==> src/shared/ioc_regs.svh <==
`ifndef IOC_REGS_SVH
`define IOC_REGS_SVH

// Register numbers inside the device's address block
`define IOC_REG_IN_DATA   3'h0
`define IOC_REG_IN_STAT   3'h2
`define IOC_REG_IN_CTRL   3'h3
`define IOC_REG_OUT_DATA  3'h5
`define IOC_REG_OUT_STAT  3'h6
`define IOC_REG_OUT_CTRL  3'h7

// Size of the address block claimed by the device
`define IOC_REG_SPAN      16'h0008

// Default device number of the first unit
`define IOC_DEV_NO_DFLT   16'h00C0

// Command word field positions
`define IOC_CMD_RDY_IE    0
`define IOC_CMD_ERR_IE    1
`define IOC_CMD_ACTIVATE  2
`define IOC_CMD_TEST      3
`define IOC_CMD_DEVCLR    4
`define IOC_CMD_UNIT_LO   9
`define IOC_CMD_MODE_HI   15

// Status word field positions
`define IOC_STS_RFT       3
`define IOC_STS_ERR_SUM   4
`define IOC_STS_ERR_LO    5
`define IOC_STS_ERR_HI    8

// Error indicator positions inside the four-bit error field
`define IOC_ERR_OVERRUN   0
`define IOC_ERR_LINE      1

// Reset values
`define IOC_CMD_RESET     16'h0000
`define IOC_ERR_RESET     4'h0
`define IOC_WORD_ZERO     16'h0000

`endif

==> src/shared/ioc_pkg.sv <==
package ioc_pkg;

  // Request from the processor's I/O transfer instruction
  typedef struct packed {
    logic        rd;     // Read one device register
    logic        wr;     // Write one device register
    logic [15:0] addr;   // Device number plus register number
    logic [15:0] wdata;  // Accumulator contents on a write
  } ioc_io_req_t;

  // Interrupt requests of both channels
  typedef struct packed {
    logic in_rdy;
    logic in_err;
    logic out_rdy;
    logic out_err;
  } ioc_irq_t;

  // Output channel sequence, Gray along empty, full, sending
  typedef enum logic [1:0] {
    IOC_TX_EMPTY = 2'b00,
    IOC_TX_FULL  = 2'b01,
    IOC_TX_SEND  = 2'b11
  } ioc_tx_state_t;

  // State of the channel pair, apart from the two holding registers
  typedef struct packed {
    logic [15:0]   cmd_in;    // Input channel command word
    logic [15:0]   cmd_out;   // Output channel command word
    logic [3:0]    err_in;    // Input error indicators
    logic [3:0]    err_out;   // Output error indicators
    ioc_tx_state_t tx_st;     // Output channel sequence
    logic          tx_valid;  // Character offered to the device
    logic [15:0]   rdata;     // Read answer
    logic          ack;       // Access answered
    ioc_irq_t      irq;       // Registered interrupt requests
  } ioc_state_t;

endpackage

==> src/core/ioc_data_hold.sv <==
`timescale 1ns/10ps

module ioc_data_hold #(
  parameter int W = 8
) (
  // Clock and reset
  input  wire logic         clk_i,
  input  wire logic         rst_n_i,
  // Control
  input  wire logic         clr_i,
  input  wire logic         load_i,
  input  wire logic         take_i,
  // Data
  input  wire logic [W-1:0] data_i,
  output logic      [W-1:0] data_o,
  output logic              valid_o
);

  // One held word and its valid flag; clear first, then load beats take
  always_ff @(posedge clk_i or negedge rst_n_i) begin
    if (!rst_n_i) begin
      data_o  <= '0;
      valid_o <= 1'b0;
    end else if (clr_i) begin
      data_o  <= '0;
      valid_o <= 1'b0;
    end else if (load_i) begin
      data_o  <= data_i;
      valid_o <= 1'b1;
    end else if (take_i) begin
      valid_o <= 1'b0;
    end
  end

endmodule

==> src/core/ioc_channel.sv <==
`timescale 1ns/10ps
`include "ioc_regs.svh"

// Overview of operation
// - Register address is device number plus register number
// - Device claims a block of eight registers
// - DMA build offers no data registers
// - Data registers carry the device's character format
// - Status built internally, read as whole word
// - Both channels share one status layout
// - Status bits 0-2 echo command bits 0-2
// - Input ready means unread data held
// - Output ready means data register empty
// - DMA build keeps the same ready meanings
// - Status bit 4 ORs the error indicators
// - Bits 5-8 errors, 9-10 unit, 11-15 mode
// - Every command write acts immediately
// - Both channels share one command layout
// - Command bits 0,1 enable ready, error interrupts
// - Activate enables receive, starts send, stays set
// - Test mode loops output back as input
// - Device clear resets both channels entirely
// - Ready interrupt when ready and enabled

module ioc_channel #(
  parameter logic [15:0] DEV_NO    = `IOC_DEV_NO_DFLT,  // Device number of this unit
  parameter int          CHAR_W    = 8,                 // Character width on the device side
  parameter bit          DMA_STYLE = 1'b0               // Hide the data registers
) (
  // Clock and reset
  input  wire logic                 clk_i,
  input  wire logic                 rst_n_i,
  // System master clear
  input  wire logic                 mclr_i,
  // Processor I/O transfer port
  input  wire ioc_pkg::ioc_io_req_t io_req_i,
  output logic               [15:0] io_rdata_o,
  output logic                      io_ack_o,
  // Receive side of the external device
  input  wire logic                 rx_valid_i,
  input  wire logic    [CHAR_W-1:0] rx_data_i,
  input  wire logic                 rx_err_i,
  // Transmit side of the external device
  output logic                      tx_valid_o,
  output logic         [CHAR_W-1:0] tx_data_o,
  input  wire logic                 tx_ready_i,
  input  wire logic                 tx_err_i,
  // Interrupt requests
  output ioc_pkg::ioc_irq_t         irq_o
);

  // Builds a status word from the command word, ready flag and errors
  // Test and clear bits of the command are not echoed; ready and error summary take their places
  function automatic logic [15:0] make_status(input logic [15:0] cmd,
                                              input logic        ready_for_transfer,
                                              input logic [3:0]  err);
    logic [15:0] s;
    s = `IOC_WORD_ZERO;
    s[`IOC_CMD_DEVCLR-1:0] = cmd[`IOC_CMD_DEVCLR-1:0];
    s[`IOC_CMD_TEST] = 1'b0;
    s[`IOC_CMD_ACTIVATE:0] = cmd[`IOC_CMD_ACTIVATE:0];
    s[`IOC_STS_RFT] = ready_for_transfer;
    s[`IOC_STS_ERR_SUM] = |err;
    s[`IOC_STS_ERR_HI:`IOC_STS_ERR_LO] = err;
    s[`IOC_CMD_MODE_HI:`IOC_CMD_UNIT_LO] = cmd[`IOC_CMD_MODE_HI:`IOC_CMD_UNIT_LO];
    return s;
  endfunction

  // Stored form of a command word; the clear bit is a pulse, never kept
  // A held clear bit would pin both channels in reset
  function automatic logic [15:0] keep_cmd(input logic [15:0] w);
    logic [15:0] c;
    c = w;
    c[`IOC_CMD_DEVCLR] = 1'b0;
    return c;
  endfunction

  // Registered state and its next value
  ioc_pkg::ioc_state_t st;
  ioc_pkg::ioc_state_t next_st;

  // Address decode
  logic [15:0]       reg_off;    // Address relative to the device number
  logic              reg_hit;    // Address falls in this device's block
  logic [2:0]        reg_no;     // Register number within the block
  logic              acc_rd;     // Mapped read
  logic              acc_wr;     // Mapped write

  // Channel control terms
  logic              dev_clr;    // Device clear or master clear
  logic              in_act;     // Input reception enabled
  logic              out_act;    // Output transmission enabled
  logic              test_mode;  // Loopback selected
  logic              rx_take;    // External character accepted
  logic              loop_xfer;  // Output character looped into input
  logic              in_load;    // Input holding register loads
  logic              in_read;    // Processor reads input data
  logic              out_write;  // Processor writes output data
  logic              out_load;   // Output holding register loads
  logic              out_take;   // Output holding register empties

  // Holding registers
  logic [CHAR_W-1:0] in_data;    // Character waiting for the processor
  logic              in_valid;   // Unread character held
  logic [CHAR_W-1:0] in_src;     // Source of the next input character
  logic [CHAR_W-1:0] out_data;   // Character waiting to go out
  logic              out_full;   // Output holding register occupied
  logic              out_rft;    // Output data register may be written
  logic [15:0]       sts_in;     // Input status word
  logic [15:0]       sts_out;    // Output status word

  // Input holding register
  // Cleared by device clear as well, so a stale character cannot survive
  ioc_data_hold #(
    .W       (CHAR_W)
  ) u_in_hold (
    .clk_i   (clk_i),
    .rst_n_i (rst_n_i),
    .clr_i   (dev_clr),
    .load_i  (in_load),
    .take_i  (in_read),
    .data_i  (in_src),
    .data_o  (in_data),
    .valid_o (in_valid)
  );

  // Output holding register
  // Loaded from the low bits of the write word; the high bits are ignored
  ioc_data_hold #(
    .W       (CHAR_W)
  ) u_out_hold (
    .clk_i   (clk_i),
    .rst_n_i (rst_n_i),
    .clr_i   (dev_clr),
    .load_i  (out_load),
    .take_i  (out_take),
    .data_i  (io_req_i.wdata[CHAR_W-1:0]),
    .data_o  (out_data),
    .valid_o (out_full)
  );

  // Next state of the channel pair
  always_comb begin
    next_st = st;
    next_st.ack = 1'b0;

    // Decode the block claimed by this device
    // Addresses below the device number wrap to a large offset and miss
    reg_off = io_req_i.addr - DEV_NO;
    reg_hit = reg_off < `IOC_REG_SPAN;
    reg_no  = reg_off[2:0];
    acc_rd  = io_req_i.rd & reg_hit;
    acc_wr  = io_req_i.wr & ~io_req_i.rd & reg_hit;

    // Device clear from either command word, or master clear
    // Either command register may carry it; both channels reset together
    dev_clr = (acc_wr & io_req_i.wdata[`IOC_CMD_DEVCLR] &
               ((reg_no == `IOC_REG_IN_CTRL) | (reg_no == `IOC_REG_OUT_CTRL))) | mclr_i;

    // Standard command bits of each channel
    // Test mode from either channel loops the pair
    in_act    = st.cmd_in[`IOC_CMD_ACTIVATE];
    out_act   = st.cmd_out[`IOC_CMD_ACTIVATE];
    test_mode = st.cmd_in[`IOC_CMD_TEST] | st.cmd_out[`IOC_CMD_TEST];

    // Input side: external character, or looped output while testing
    // The receive line is ignored while testing, so only the looped
    // character can reach the input holding register
    rx_take   = in_act & ~test_mode & rx_valid_i;
    loop_xfer = in_act & out_act & test_mode & (st.tx_st == ioc_pkg::IOC_TX_FULL);
    in_load   = rx_take | loop_xfer;
    in_src    = loop_xfer ? out_data : rx_data_i;
    in_read   = acc_rd & ~DMA_STYLE & (reg_no == `IOC_REG_IN_DATA);

    // Output side: a write is taken only while the register is empty
    // A write while busy is dropped: the character already on its way
    // stays put and the overrun indicator records the mistake
    out_rft   = (st.tx_st == ioc_pkg::IOC_TX_EMPTY);
    out_write = acc_wr & ~DMA_STYLE & (reg_no == `IOC_REG_OUT_DATA);
    out_load  = out_write & out_rft & ~dev_clr;
    out_take  = loop_xfer | ((st.tx_st == ioc_pkg::IOC_TX_SEND) & tx_ready_i);

    // Status words share one layout on both channels
    sts_in  = make_status(st.cmd_in, in_valid, st.err_in);
    sts_out = make_status(st.cmd_out, out_rft, st.err_out);

    // Output sequence
    // FULL waits there until the channel is activated; dropping activate
    // mid-send does not abort, the offer stands until it is taken
    unique case (st.tx_st)
      ioc_pkg::IOC_TX_EMPTY: begin
        if (out_load) begin
          next_st.tx_st = ioc_pkg::IOC_TX_FULL;
        end
      end
      ioc_pkg::IOC_TX_FULL: begin
        if (loop_xfer) begin
          next_st.tx_st = ioc_pkg::IOC_TX_EMPTY;
        end else if (out_act & ~test_mode) begin
          next_st.tx_st    = ioc_pkg::IOC_TX_SEND;
          next_st.tx_valid = 1'b1;
        end
      end
      ioc_pkg::IOC_TX_SEND: begin
        if (tx_ready_i) begin
          next_st.tx_st    = ioc_pkg::IOC_TX_EMPTY;
          next_st.tx_valid = 1'b0;
        end
      end
      default: begin
        next_st.tx_st    = ioc_pkg::IOC_TX_EMPTY;
        next_st.tx_valid = 1'b0;
      end
    endcase

    // Error indicators are sticky until a clear
    // An input overrun keeps the newer character; the older one is lost
    if (in_load & in_valid & ~in_read) begin
      next_st.err_in[`IOC_ERR_OVERRUN] = 1'b1;
    end
    if (rx_take & rx_err_i) begin
      next_st.err_in[`IOC_ERR_LINE] = 1'b1;
    end
    if (out_write & ~out_rft) begin
      next_st.err_out[`IOC_ERR_OVERRUN] = 1'b1;
    end
    if ((st.tx_st == ioc_pkg::IOC_TX_SEND) & tx_err_i) begin
      next_st.err_out[`IOC_ERR_LINE] = 1'b1;
    end

    // Command writes take effect at once
    // The write that carries a clear is overridden by the clear below
    if (acc_wr & (reg_no == `IOC_REG_IN_CTRL)) begin
      next_st.cmd_in = keep_cmd(io_req_i.wdata);
    end
    if (acc_wr & (reg_no == `IOC_REG_OUT_CTRL)) begin
      next_st.cmd_out = keep_cmd(io_req_i.wdata);
    end

    // Read answer, whole 16-bit word
    // Unused register numbers still answer, with zero
    if (acc_rd) begin
      next_st.ack = 1'b1;
      unique case (reg_no)
        `IOC_REG_IN_STAT:  next_st.rdata = sts_in;
        `IOC_REG_OUT_STAT: next_st.rdata = sts_out;
        `IOC_REG_IN_DATA:  next_st.rdata = DMA_STYLE ? `IOC_WORD_ZERO : 16'(in_data);
        default:           next_st.rdata = `IOC_WORD_ZERO;
      endcase
    end
    if (acc_wr) begin
      next_st.ack = 1'b1;
    end

    // Interrupt requests follow the status one cycle later
    // They are levels; software drops them through the cause or the enable
    next_st.irq.in_rdy  = sts_in[`IOC_STS_RFT] & st.cmd_in[`IOC_CMD_RDY_IE];
    next_st.irq.out_rdy = sts_out[`IOC_STS_RFT] & st.cmd_out[`IOC_CMD_RDY_IE];
    next_st.irq.in_err  = sts_in[`IOC_STS_ERR_SUM] & st.cmd_in[`IOC_CMD_ERR_IE];
    next_st.irq.out_err = sts_out[`IOC_STS_ERR_SUM] & st.cmd_out[`IOC_CMD_ERR_IE];

    // Clear wipes command and status of both channels
    // Placed last so that it overrides every update made above except the read answer and ack
    if (dev_clr) begin
      next_st.cmd_in   = `IOC_CMD_RESET;
      next_st.cmd_out  = `IOC_CMD_RESET;
      next_st.err_in   = `IOC_ERR_RESET;
      next_st.err_out  = `IOC_ERR_RESET;
      next_st.tx_st    = ioc_pkg::IOC_TX_EMPTY;
      next_st.tx_valid = 1'b0;
      next_st.irq      = '0;
    end
  end

  // State register
  // Every field is named in the reset branch so that none starts unknown
  always_ff @(posedge clk_i or negedge rst_n_i) begin
    if (!rst_n_i) begin
      st.cmd_in   <= `IOC_CMD_RESET;
      st.cmd_out  <= `IOC_CMD_RESET;
      st.err_in   <= `IOC_ERR_RESET;
      st.err_out  <= `IOC_ERR_RESET;
      st.tx_st    <= ioc_pkg::IOC_TX_EMPTY;
      st.tx_valid <= 1'b0;
      st.rdata    <= `IOC_WORD_ZERO;
      st.ack      <= 1'b0;
      st.irq      <= '0;
    end else begin
      st <= next_st;
    end
  end

  // Outputs straight from flip-flops
  // The offered character comes from the output holding register
  assign io_rdata_o = st.rdata;
  assign io_ack_o   = st.ack;
  assign tx_valid_o = st.tx_valid;
  assign tx_data_o  = out_data;
  assign irq_o      = st.irq;

endmodule

==> config.mk <==
export PLATFORM = sky130hd
export DESIGN_NAME = ioc_channel
export DESIGN_NICKNAME = d
export VERILOG_FILES = /design/src/shared/ioc_pkg.sv /design/src/core/ioc_data_hold.sv /design/src/core/ioc_channel.sv
export VERILOG_INCLUDE_DIRS = /design/src /design/src/shared
export SDC_FILE = /design/constraint.sdc
export NUM_CORES = 1
export LEC_CHECK = 0
export BUFFER_PORTS_ARGS = -buffer_cell sky130_fd_sc_hd__buf_2
export CAP_MARGIN = 25
export CORE_MARGIN = 2
export CORE_UTILIZATION = 30
export DETAILED_ROUTE_END_ITERATION = 12
export PLACE_DENSITY_LB_ADDON = 0.15
export SYNTH_ARGS = -nofsm -noshare
export SYNTH_HDL_FRONTEND = slang
export SYNTH_SLANG_ARGS = --single-unit
==> constraint.sdc <==
create_clock -name clk_i -period 2 [get_ports clk_i]
set_input_delay 0.4 -clock clk_i [delete_from_list [all_inputs] [get_ports clk_i]]
set_output_delay 0.4 -clock clk_i [all_outputs]
set_load 0.02 [all_outputs]
==> reports/qor.txt <==
Worst VDD drop: 376 uV
Core Region: 11000 sq um
Grt ovf: 0
Pre-Repair DR Iteration Count: 4
Largest net degree at the start of global routing: 67
Residual DRC: 0
Final hold violations: 0
Critical path peak fanout: 29
DR WL/cell: 16.3 microns
# rows: 38
Area Growth Syn to Fin: 21.7%
CTS root buf: clkbuf_16
First-pass GRT wire length: 15300 microns
Layout Nets: 471
Layout cells sized above 1: 29.7%
Routed Wire Length: 9260 microns
Mapped Nets: 410
Mean Syn Cell Area: 9.44 sq um
Fin. max-slew vios: 0
Setup crit start kind: input port
RD Place Congestion: 0.791
Die height: 111 microns
Post-synthesis instance area: 3410 sq um
Syn. warnings: 0
CTS resizes: 0
CTS H-tree depth: 3
Commonest non-fill, non-tap cell in the layout: buf_2
Vias per cell: 5.00
Setup Skew: 0.00804 ns
Die area: 12200 sq um
Max-Cap Viols: 0
Static leakage: 1.90 nW
CP required: 2.20 ns
Period utilization: 78.6%
RSZ-0062 raised after global routing: no
Initial antenna violation count: 0
CTS max path bufs: 2
Pre-CTS setup slack: 0.0885 ns
CTS buffer count: 9
TNS Setup: 0 ns
CTS Hold Bufs: 0
Clock Latency Late Sink: 0.33 ns
CTS tree: yes
Final setup viols: 0
Die W: 111 microns
#FFs+latches synth: 66
# IOs: 79
Slew headroom: 66.6%
Power Dens Cells: 778 nW/um^2
Sink Count: 66
Detail Placement HPWL: 6690 microns
Slew @ Worst Pin: 0.494 ns
Vias in the first global route: 2939
Reg clk slew, reported paths: 0.05 ns
Seq/Total Area, Yosys: 48.5%
Antenna violation net count after detailed routing: 0
Number of synthesized flops with an enable pin: 0
Asr flop ratio synth: 100%
Total number of vias: 2835
Initial Util: 31.0%
Synth Instances: 361
Post-synth cell types: 47
CP Capture Type: flop
Number of post-CTS setup repair buffers: 0
IO buf count: 76
Critical path type: in -> reg
DRT iter0 DRCs: 131
FMAX: 0.637 GHz
Post-route cell area: 4150 sq um
Most frequent cells in the layout: 76 x buf_2, 66 x dfrtp_1, 45 x o21ai_0, 43 x a21oi_1, 34 x nand3_1
Ant diodes: 0
Crit path DAT: 1.77 ns
Setup WS post-layout: 0.429 ns
Fin util: 37.8%
Hold crit path type: in -> async
Ys flop type: dfrtp_1
DP Area: 3830 sq um
Final min period: 1.57 ns
Total track usage: 15.5%
Status: finished, final reports clean
==> stage by stage <==
| stage | instances | power, mW | hold slack [ns] |
|---|---|---|---|
| after CTS | 567 | 3.26 | 0.100 |
| final | 567 | 3.23 | 0.0806 |
| after global routing | 567 | 3.34 | 0.120 |
| after floorplan | 361 | 1.44 | 0.104 |
| after global placement | 551 | 1.56 | 0.452 |
| after detailed placement | 551 | 1.56 | 0.449 |
==> worst max-delay path, cell delays in order <==
cell	delay (ns)
buf_2	0.13
nor4_1	0.35
and4_1	0.41
a31o_4	0.23
buf_12	0.19
a21oi_1	0.06
==> routing by layer <==
metal / up-vias / wire length (microns) / track usage [%]
met2: 79 / 4160 / 23.7
met5: - / 0 / 0
met1: 1352 / 4460 / 21.7
li1: 1396 / - / -
met4: 0 / 131 / 5.08
met3: 8 / 502 / 3.79
==> final timing paths <==
path / startpoint / to / slack (ns) / cells past startpoint
setup / recovery: io_req_i[33] / st[59]$_DFFE_PN0P_ / 0.43 / 6
hold / removal: rst_n_i / u_out_hold.data_o[4]$_DFFE_PN0P_ / 0.08 / 2
setup reg to reg: st[35]$_DFFE_PN0P_ / u_in_hold.data_o[1]$_DFFE_PN0P_ / 0.50 / 4
hold reg to reg: io_rdata_o[2]$_DFFE_PN0N_ / io_rdata_o[2]$_DFFE_PN0N_ / 0.47 / 2
max in group asynchronous: rst_n_i / io_rdata_o[0]$_DFFE_PN0N_ / 1.61 / 2
min in group clk_i: rx_err_i / st[29]$_DFFE_PN0P_ / 0.31 / 3
==> cells in the mapped netlist, types with 2 or more instances <==
library cell / n / share of area, %
dfrtp_1: 66 / 48
o21ai_0: 45 / 6.6
a21oi_1: 43 / 6.3
nand3_1: 34 / 5.0
nand2_1: 32 / 3.5
buf_4: 21 / 4.6
nor2_1: 15 / 1.7
clkbuf_1: 12 / 1.3
buf_6: 10 / 3.3
a22oi_1: 8 / 1.8
mux2_2: 7 / 2.3
mux2i_1: 6 / 1.8
nand2b_1: 6 / 1.1
a21o_1: 5 / 1.1
nor3_1: 4 / 0.59
nand4_1: 3 / 0.55
nor2b_1: 3 / 0.55
a211oi_1: 2 / 0.44
a31oi_1: 2 / 0.37
buf_1: 2 / 0.22
buf_2: 2 / 0.29
inv_1: 2 / 0.22
nor3b_1: 2 / 0.44
nor4b_1: 2 / 0.51
nor4bb_1: 2 / 0.59
o211ai_1: 2 / 0.44
or2_2: 2 / 0.37
or3_1: 2 / 0.37
==> sequential cells by signal, indices dropped and copies added, names as in the netlist <==
| name | flops |
|---|---|
| st | 26 |
| io_rdata_o | 15 |
| u_in_hold.data_o | 8 |
| u_out_hold.data_o | 8 |
| irq_o | 4 |
| in_act | 1 |
| io_ack_o | 1 |
| out_act | 1 |
| tx_valid_o | 1 |
| u_in_hold.valid_o | 1 |
==> layout make-up <==
cell class                 instances  area, sq um
tap                              140          175
timing repair buffer              98          583
inverter                           2         7.51
clock buffer                      10          229
fill                            1171         6840
sequential                        66         1650
clock inverter                     6         90.1
multi-input combinational        245         1410
==> power by group <==
group          internal (mW)  total [mW]  switching (mW)
clock network           1.10        1.70           0.600
logic                 0.0747       0.197           0.123
registers               1.34        1.34       0.0000161
total                   2.51        3.23           0.723
==> logic make-up after synthesis <==
| group | Yosys count | synth area share [%] |
|---|---|---|
| mux | 13 | 4.08 |
| simple gates | 116 | 17.9 |
| compound gates | 115 | 19.3 |
| flops | 66 | 48.5 |
| other cells | 1 | 0.110 |
| buf+inv | 50 | 10.1 |
(Power assumes the default switching activity.)
